**src/logic/hb_driver_pkg.sv**
```systemverilog
// constants and carrier types for the serial half-bridge driver control
// assumes a 250 MHz system clock and a host that frames 16-bit words
package hb_driver_pkg;
  localparam int unsigned CLK_PERIOD_PS   = 4000;
  localparam int unsigned WORD_BITS       = 16;
  localparam int unsigned NUM_BLOCKS      = 6;
  localparam int unsigned NUM_SWITCHES    = 12;
  // control word fields
  localparam int unsigned CTL_STATUS_CLR  = 0;
  localparam int unsigned CTL_SW_LSB      = 1;
  localparam int unsigned CTL_OC_SD_EN    = 13;
  localparam int unsigned CTL_UNUSED      = 14;
  localparam int unsigned CTL_OV_LOCK_EN  = 15;
  // status word fields
  localparam int unsigned STS_TEMP_WARN   = 0;
  localparam int unsigned STS_SW_LSB      = 1;
  localparam int unsigned STS_OVERLOAD    = 13;
  localparam int unsigned STS_UNDERLOAD   = 14;
  localparam int unsigned STS_SUPPLY_FAIL = 15;
  localparam logic [15:0] CTL_RESET       = 16'h0000;
  localparam logic [15:0] STS_RESET       = 16'h0000;
  // timing, figures in ns
  localparam int unsigned OC_DEAD_NS      = 50000;
  localparam int unsigned OC_DEAD_CYC     = OC_DEAD_NS * 1000 / CLK_PERIOD_PS;
  localparam int unsigned UL_DEAD_NS      = 300000;
  localparam int unsigned UL_DEAD_CYC     = UL_DEAD_NS * 1000 / CLK_PERIOD_PS;
  localparam int unsigned LS_DELAY_NS     = 200;
  localparam int unsigned LS_DELAY_CYC    = (LS_DELAY_NS * 1000 + CLK_PERIOD_PS - 1)
                                            / CLK_PERIOD_PS;

  typedef struct packed {
    logic ov_lock_en;
    logic unused;
    logic oc_sd_en;
    logic [11:0] sw_on;
    logic status_clr;
  } ctl_word_t;

  typedef struct packed {
    logic overload;
    logic underload;
    logic supply_fault;
    logic temp_warn;
  } fault_flags_t;
endpackage

```
**src/logic/hb_driver_ctrl.sv**
```systemverilog
// serial control of the twelve-switch half-bridge driver
// assumes host-driven serial clock, select and data, sampled by clk_i
`timescale 1ns/100ps
module hb_driver_ctrl #(
  parameter int unsigned OC_CYC = hb_driver_pkg::OC_DEAD_CYC,
  parameter int unsigned UL_CYC = hb_driver_pkg::UL_DEAD_CYC
) (
  input  wire logic        clk_i,
  input  wire logic        rst_n_i,
  input  wire logic        ce_i,
  input  wire logic        select_low_i,
  input  wire logic        serial_clk_i,
  input  wire logic        serial_in_i,
  output logic             serial_out_o,
  output logic             serial_out_oe_n_o,
  input  wire logic        standby_inhibit_n_i,
  input  wire logic        logic_undervolt_i,
  input  wire logic        supply_undervolt_i,
  input  wire logic        supply_overvolt_i,
  input  wire logic        temp_warn_i,
  input  wire logic        temp_shutdown_i,
  input  wire logic [11:0] overcurrent_i,
  input  wire logic [11:0] underload_i,
  output logic [11:0]      output_on_o,
  output logic [11:0]      output_hiz_o,
  output logic [11:0]      current_limit_o
);
  localparam int unsigned NS = 9;
  // idle levels: select and inhibit high, all else low
  localparam logic [NS-1:0] PIN_IDLE = 9'h102;
  // synchronisers
  logic [NS-1:0]  s1_reg, s2_reg, s3_reg;
  logic [23:0]    a1_reg, a2_reg;
  logic [NS-1:0]  pins;
  assign pins = {select_low_i, serial_clk_i, serial_in_i, temp_warn_i, supply_undervolt_i,
                 supply_overvolt_i, logic_undervolt_i, standby_inhibit_n_i, temp_shutdown_i};
  always_ff @(posedge clk_i) begin
    if (!rst_n_i) begin
      s1_reg <= PIN_IDLE;
      s2_reg <= PIN_IDLE;
      s3_reg <= PIN_IDLE;
      a1_reg <= 24'h00_0000;
      a2_reg <= 24'h00_0000;
    end else if (ce_i) begin
      s1_reg <= pins;
      s2_reg <= s1_reg;
      s3_reg <= s2_reg;
      a1_reg <= {overcurrent_i, underload_i};
      a2_reg <= a1_reg;
    end
  end
  logic sel_n, sck, sdi, sel_fall, sel_rise, sck_rise, sck_fall;
  logic vs_fault, uv_s, ov_s, vuv_s, tw_s, inh_n_s, tsd_s;
  logic [11:0] oc_s, ul_s;
  assign sel_n    = s2_reg[8];
  assign sck      = s2_reg[7];
  assign sdi      = s2_reg[6];
  assign tw_s     = s2_reg[5];
  assign vuv_s    = s2_reg[4];
  assign ov_s     = s2_reg[3];
  assign uv_s     = s2_reg[2];
  assign inh_n_s  = s2_reg[1];
  assign tsd_s    = s2_reg[0];
  assign sel_fall = s3_reg[8] && !sel_n;
  assign sel_rise = !s3_reg[8] && sel_n;
  assign sck_rise = !s3_reg[7] && sck;
  assign sck_fall = s3_reg[7] && !sck;
  assign {oc_s, ul_s} = a2_reg;
  assign vs_fault = vuv_s || ov_s;

  // inhibit or logic undervoltage erases control word, flags and any open frame
  logic wipe;
  assign wipe = !inh_n_s || uv_s;

  // serial shift path
  hb_driver_pkg::ctl_word_t ctl_reg, ctl_next;
  logic [15:0] rx_reg, rx_next, tx_reg, tx_next, sts_word;
  logic [4:0]  cnt_reg, cnt_next;
  logic        act_reg, act_next, oe_reg, oe_next;
  logic [23:0] ul_reg, ul_next;
  hb_driver_pkg::fault_flags_t flg_reg, flg_next;
  logic [11:0] drive, trip;

  // status word: bits 1..12 follow control order
  assign sts_word = {flg_reg.supply_fault, flg_reg.underload, flg_reg.overload,
                     drive, flg_reg.temp_warn};

  always_comb begin
    rx_next  = rx_reg;
    tx_next  = tx_reg;
    cnt_next = cnt_reg;
    act_next = act_reg;
    oe_next  = oe_reg;
    ctl_next = ctl_reg;
    ul_next  = (ul_reg != 24'h00_0000) ? ul_reg - 24'h00_0001 : ul_reg;
    flg_next = flg_reg;
    if (sel_fall) begin
      act_next = 1'b1;
      cnt_next = 5'h00;
      tx_next  = sts_word;
      oe_next  = 1'b1;
    end else if (act_reg && sck_rise && cnt_reg < 5'(hb_driver_pkg::WORD_BITS)) begin
      rx_next  = {rx_reg[14:0], sdi};
      cnt_next = cnt_reg + 5'h01;
    end else if (act_reg && sck_fall && cnt_reg != 5'h00) begin
      tx_next = {tx_reg[14:0], 1'b0};
    end
    if (sel_rise && act_reg) begin
      act_next = 1'b0;
      oe_next  = 1'b0;
      if (cnt_reg == 5'(hb_driver_pkg::WORD_BITS)) begin
        ctl_next = rx_reg;
        ul_next  = 24'(UL_CYC);
        if (rx_reg[hb_driver_pkg::CTL_STATUS_CLR]) begin
          flg_next = '0;
        end
      end
    end
    // events set after the clear so they win
    if (|trip) begin
      flg_next.overload = 1'b1;
    end
    if (ul_reg == 24'h00_0000 && |(ul_s & drive)) begin
      flg_next.underload = 1'b1;
    end
    if (vs_fault) begin
      flg_next.supply_fault = 1'b1;
    end
    if (tw_s) begin
      flg_next.temp_warn = 1'b1;
    end
    if (wipe) begin
      ctl_next = hb_driver_pkg::CTL_RESET;
      flg_next = '0;
      act_next = 1'b0;
      oe_next  = 1'b0;
    end
  end

  always_ff @(posedge clk_i) begin
    if (!rst_n_i) begin
      rx_reg  <= 16'h0000;
      tx_reg  <= 16'h0000;
      cnt_reg <= 5'h00;
      act_reg <= 1'b0;
      oe_reg  <= 1'b0;
      ctl_reg <= hb_driver_pkg::CTL_RESET;
      ul_reg  <= 24'h00_0000;
      flg_reg <= '0;
    end else if (ce_i) begin
      rx_reg  <= rx_next;
      tx_reg  <= tx_next;
      cnt_reg <= cnt_next;
      act_reg <= act_next;
      oe_reg  <= oe_next;
      ctl_reg <= ctl_next;
      ul_reg  <= ul_next;
      flg_reg <= flg_next;
    end
  end

  assign serial_out_o      = tx_reg[15];
  assign serial_out_oe_n_o = !oe_reg;

  // supply undervoltage always cuts, overvoltage only when locked out
  logic kill;
  assign kill = wipe || tsd_s || vuv_s || (ov_s && ctl_reg.ov_lock_en);

  // channels: even index low side, odd high side of block i/2
  genvar g;
  generate
    for (g = 0; g < 12; g++) begin : g_ch
      logic lim;
      hb_channel #(
        .OC_CYC (OC_CYC),
        .ON_DLY ((g % 2 == 0) ? hb_driver_pkg::LS_DELAY_CYC : 1)
      ) u_ch (
        .clk_i      (clk_i),
        .rst_n_i    (rst_n_i),
        .ce_i       (ce_i),
        .cmd_on_i   (ctl_reg.sw_on[g] && !kill),
        .block_i    (drive[g ^ 1] || ctl_reg.sw_on[g ^ 1] && (g % 2 == 0)),
        .oc_sd_en_i (ctl_reg.oc_sd_en),
        .oc_i       (oc_s[g]),
        .drive_o    (drive[g]),
        .limit_o    (lim),
        .trip_o     (trip[g])
      );
      assign current_limit_o[g] = lim;
      assign output_on_o[g]     = drive[g];
      assign output_hiz_o[g]    = !drive[g];
    end
  endgenerate
endmodule

```
**src/logic/hb_channel.sv**
```systemverilog
// one switch channel: overcurrent dead timer, cutoff and turn-on delay
// assumes sense inputs already synchronised to clk_i
`timescale 1ns/100ps
module hb_channel #(
  parameter int unsigned OC_CYC = hb_driver_pkg::OC_DEAD_CYC,
  parameter int unsigned ON_DLY = 1
) (
  input  wire logic clk_i,
  input  wire logic rst_n_i,
  input  wire logic ce_i,
  input  wire logic cmd_on_i,
  input  wire logic block_i,
  input  wire logic oc_sd_en_i,
  input  wire logic oc_i,
  output logic      drive_o,
  output logic      limit_o,
  output logic      trip_o
);
  logic [23:0] oc_cnt_reg,  oc_cnt_next;
  logic [7:0]  dly_reg,     dly_next;
  logic        cut_reg,     cut_next;
  logic        drive_reg,   drive_next;

  always_comb begin
    oc_cnt_next = oc_cnt_reg;
    dly_next    = dly_reg;
    cut_next    = cut_reg;
    drive_next  = 1'b0;
    trip_o      = 1'b0;
    if (!cmd_on_i) begin
      cut_next    = 1'b0;
      oc_cnt_next = '0;
      dly_next    = '0;
    end else begin
      if (block_i) begin
        dly_next = '0;  // partner still on: hold off
      end else if (dly_reg < 8'(ON_DLY)) begin
        dly_next = dly_reg + 8'd1;
      end
      if (oc_i && drive_reg && oc_sd_en_i && !cut_reg) begin
        if (oc_cnt_reg >= 24'(OC_CYC - 1)) begin
          cut_next = 1'b1;
          trip_o   = 1'b1;
        end else begin
          oc_cnt_next = oc_cnt_reg + 24'd1;
        end
      end else if (!oc_i || !oc_sd_en_i) begin
        oc_cnt_next = '0;
      end
      drive_next = !block_i && (dly_reg >= 8'(ON_DLY)) && !cut_next;
    end
  end

  always_ff @(posedge clk_i) begin
    if (!rst_n_i) begin
      oc_cnt_reg <= '0;
      dly_reg    <= '0;
      cut_reg    <= 1'b0;
      drive_reg  <= 1'b0;
    end else if (ce_i) begin
      oc_cnt_reg <= oc_cnt_next;
      dly_reg    <= dly_next;
      cut_reg    <= cut_next;
      drive_reg  <= drive_next;
    end
  end

  assign drive_o = drive_reg;
  assign limit_o = drive_reg && oc_i;
endmodule

```
**config.mk**
```make
export PLATFORM = sky130hd
export DESIGN_NAME = hb_driver_ctrl
export DESIGN_NICKNAME = d
export VERILOG_FILES = /design/src/logic/hb_driver_pkg.sv /design/src/logic/hb_driver_ctrl.sv /design/src/logic/hb_channel.sv
export SDC_FILE = /design/constraint.sdc
export NUM_CORES = 1
export LEC_CHECK = 0
export BUFFER_PORTS_ARGS = -buffer_cell sky130_fd_sc_hd__buf_2
export CAP_MARGIN = 20
export CORE_MARGIN = 1
export CORE_UTILIZATION = 41
export DETAILED_ROUTE_END_ITERATION = 6
export RECOVER_POWER = 50
export REMOVE_ABC_BUFFERS = 1
export SYNTH_ARGS = -nofsm -noshare
export SYNTH_HDL_FRONTEND = slang
export SYNTH_HIERARCHICAL = 1
export SYNTH_SLANG_ARGS = --single-unit
```
**constraint.sdc**
```tcl
create_clock -name clk_i -period 3.6 [get_ports clk_i]
set_input_delay 1.08 -clock clk_i [delete_from_list [all_inputs] [get_ports clk_i]]
set_output_delay 1.08 -clock clk_i [all_outputs]
set_load 0.05 [all_outputs]
```
==> results.txt <==
Synth Area in XOR/XNOR -> 0.729%
First-pass detailed-route iteration total -> 7
Clock-pin slew on the worst setup and hold paths -> 0.06 ns
Clock Power Share -> 45.3%
Initial Util -> 41.7%
WP data arrival -> 3.96 ns
Clock latency reported for the late side of the worst-skew pair -> 0.63 ns
Pwr Density -> 498 nW/um2
Antenna Cells -> 0
Most frequent cells in the layout -> dfxtp_1, nand2_1, nor2_1
DR iter-0 viols -> 1264
Max-Cap Viols -> 0
Post-Layout Cell Count -> 3738
Area grow syn2layout -> 11.9%
DIE HEIGHT -> 250 um
Die area -> 62600 um2
IO Pins -> 74
Pleak -> 0.0104 uW
Largest net degree at the start of global routing -> 56
Peak supply drop -> 0.552 mV
Rel. slew slack -> 5.16%
Hold crit path type -> reg2reg
Sequential share of power -> 45.6%
Filler Cell Count -> 5754
Final Hold Fails -> 0
First-pass GRT wire length -> 97100 um
Clock buffer count from CTS -> 60
All-Layer GR Usage -> 18.3%
Via density -> 5.63
Layout cells sized above 1 -> 10.4%
Req. time, crit path -> 4.15 ns
Mux share of post-synthesis cell area -> 4.29%
CTS tree -> built
Outcome -> finished clean
Remaining global-route overflow -> 0
Vias in the first global route -> 19700
Global placer's final weighted congestion -> 0.856
Post-Synth Simple-Gate Area -> 28.0%
Worst path cell trace -> clkbuf_2, clkbuf_1, o21ai_0, clkbuf_1, or3_1, or3_1, a21oi_1
Max FFs per register -> 288
Post-synth EDFFs -> 0
# DRC -> 0
CP max-delay cell -> clkbuf_2
#FFs+latches synth -> 556
Slew Viols, Final -> 0
Min Tclk post-route -> 3.41 ns
Adder-Cell Fraction of Synth Area -> 2.28%
Place WS -> 0.101 ns
Mean post-synth cell area -> 8.81 um2
Buffer and inverter count on the worst path -> 3
Final ANT Viol Nets -> 0
Int Pwr -> 10500 uW
Largest fanout on the critical path -> 42
Root buf cell -> clkbuf_16
Sequential share of the synthesized area -> 44.1%
Post-CTS Hold Fix Bufs -> 0
Commonest non-fill, non-tap cell in the layout -> dfxtp_1
Layout net count -> 2989
RSZ-0062 raised after global routing -> false
Slowest cell delay on critical path -> 1.01 ns
Crit path max-delay family -> buffers and inverters
Worst-Margin Slew -> 1.42 ns
I/O Buffers -> 73
Final core utilization -> 46.6%
Cells after Synth -> 2864
Post-CTS Setup Bufs -> 0
Sw frac -> 25.1%
Vias -> 21100
Max Freq -> 294 MHz
Top_reg_cell synth -> dfxtp_1
Worst clock skew -> 0.0257 ns
Crit. End Element -> flip-flop
# clock sinks -> 556
Mean routed wirelength per cell -> 15.8 um
Final period utilization -> 94.6%
Initial antenna violation count -> 0
Core Region -> 60600 um2
Post-cts resize count -> 0
Sw Pwr -> 3530 uW
Crit path launch type -> input pin
H-tree levels -> 2
Synth Warn # -> 6
Combinational family with the most area after synthesis -> simple AND/OR/NAND/NOR gates
Compound-Gate Fraction of Synth Area -> 16.5%
Mapped Area -> 25200 um2
Gate power share -> 9.1%
Crit Path Category -> in2reg
Final WL -> 59100 um
FP Rows -> 90
Worst setup margin -> 0.193 ns
Setup-failing EPs final -> 0
Die width -> 250 um
CTS max path bufs -> 3
Post-synth ARST share -> 0%
Placed insts -> 3625
Setup_tns -> 0 ns
Netlist cell types -> 81
DP Wirelength -> 40100 um
## synth_stat cells (all sizes together), types with 7 or more instances
| cell type | count | area, um2 |
|---|---|---|
| dfxtp | 556 | 11100 |
| nand2 | 296 | 1110 |
| nor2 | 207 | 777 |
| a21oi | 174 | 871 |
| and2 | 146 | 913 |
| o21ai | 128 | 652 |
| nand3 | 119 | 596 |
| mux2i | 107 | 1070 |
| clkbuf | 96 | 420 |
| and3 | 84 | 526 |
| inv | 79 | 297 |
| or3 | 74 | 468 |
| nor4 | 69 | 566 |
| nand4 | 59 | 369 |
| nand2b | 47 | 294 |
| ha | 46 | 576 |
| nor3 | 46 | 230 |
| buf | 45 | 338 |
| a31oi | 41 | 257 |
| a2111o | 40 | 450 |
| nor2b | 40 | 250 |
| o31ai | 30 | 225 |
| a22oi | 27 | 233 |
| or4 | 26 | 208 |
| a21boi | 23 | 173 |
| nor3b | 22 | 165 |
| o211ai | 21 | 158 |
| a311oi | 18 | 158 |
| nor4b | 16 | 140 |
| nand3b | 14 | 105 |
| or2 | 14 | 87.6 |
| o21a | 13 | 97.6 |
| and4 | 12 | 113 |
| o2111ai | 11 | 96.3 |
| xnor2 | 11 | 96.3 |
| xor2 | 10 | 87.6 |
| a211oi | 8 | 65.1 |
| a22o | 8 | 70.1 |
| a31o | 8 | 70.1 |
| a311o | 7 | 70.1 |
## power by group through the flow
stage	clock [uW]	combinational, uW	sequential, uW
global placement	0	1270	6540
detailed placement	0	1310	6550
CTS	6560	1310	6410
global route	6810	1410	6430
floorplan	0	925	6510
finish	6380	1280	6420
## worst min-delay path: cells and delay by family (launching register included)
family             cells  cell delay (ns)
AOI/OAI and AO/OA      1             0.05
DFF                    1             0.32
and+or+nand+nor        1             0.06
## final cells by class
class / count / area (um2) / share of cell area, %
clock inverters: 31 / 343 / 1.21
inverters: 79 / 300 / 1.06
flip-flops and latches: 556 / 11100 / 39.4
multi-input cells: 2088 / 13100 / 46.2
well taps: 782 / 978 / 3.46
clock buffers: 80 / 1720 / 6.09
repair buffers: 122 / 714 / 2.53
## worst paths after layout
kind	start	cells past startpoint	endpoint	slack [ns]
setup / recovery	ce_i	7	g_ch[3].u_ch/oc_cnt_reg[12]	0.19
hold / removal	rx_reg[4]	2	rx_reg[5]	0.46
setup reg to reg	s2_reg[2]	12	flg_reg[3]	0.24
hold reg to reg	rx_reg[4]	2	rx_reg[5]	0.46
## through the flow
step           power [uW]  hold WS, ns  instance area, um2
2_1_floorplan        7440        0.421               24500
3_3_place_gp         7820        0.435               26200
3_5_place_dp         7850        0.438               26200
4_1_cts             14300        0.455               28300
5_1_grt             14700        0.469               28200
6_report            14100        0.456               28200
## metal layers
metal	GRT usage, %	vias up	routed length (um)
met2	29.5	396	26600
met3	3.03	108	2440
met5	0	-	0
met1	24.8	10000	28600
met4	5.98	0	1480
li1	-	10500	-
## kinds of logic after synthesis
logic type	Yosys count
fa+ha+maj	46
buf+inv	220
flops	556
compound gates	607
mux	108
xor+xnor	21
simple gates	1306
Power figures use the tool's default switching activity.
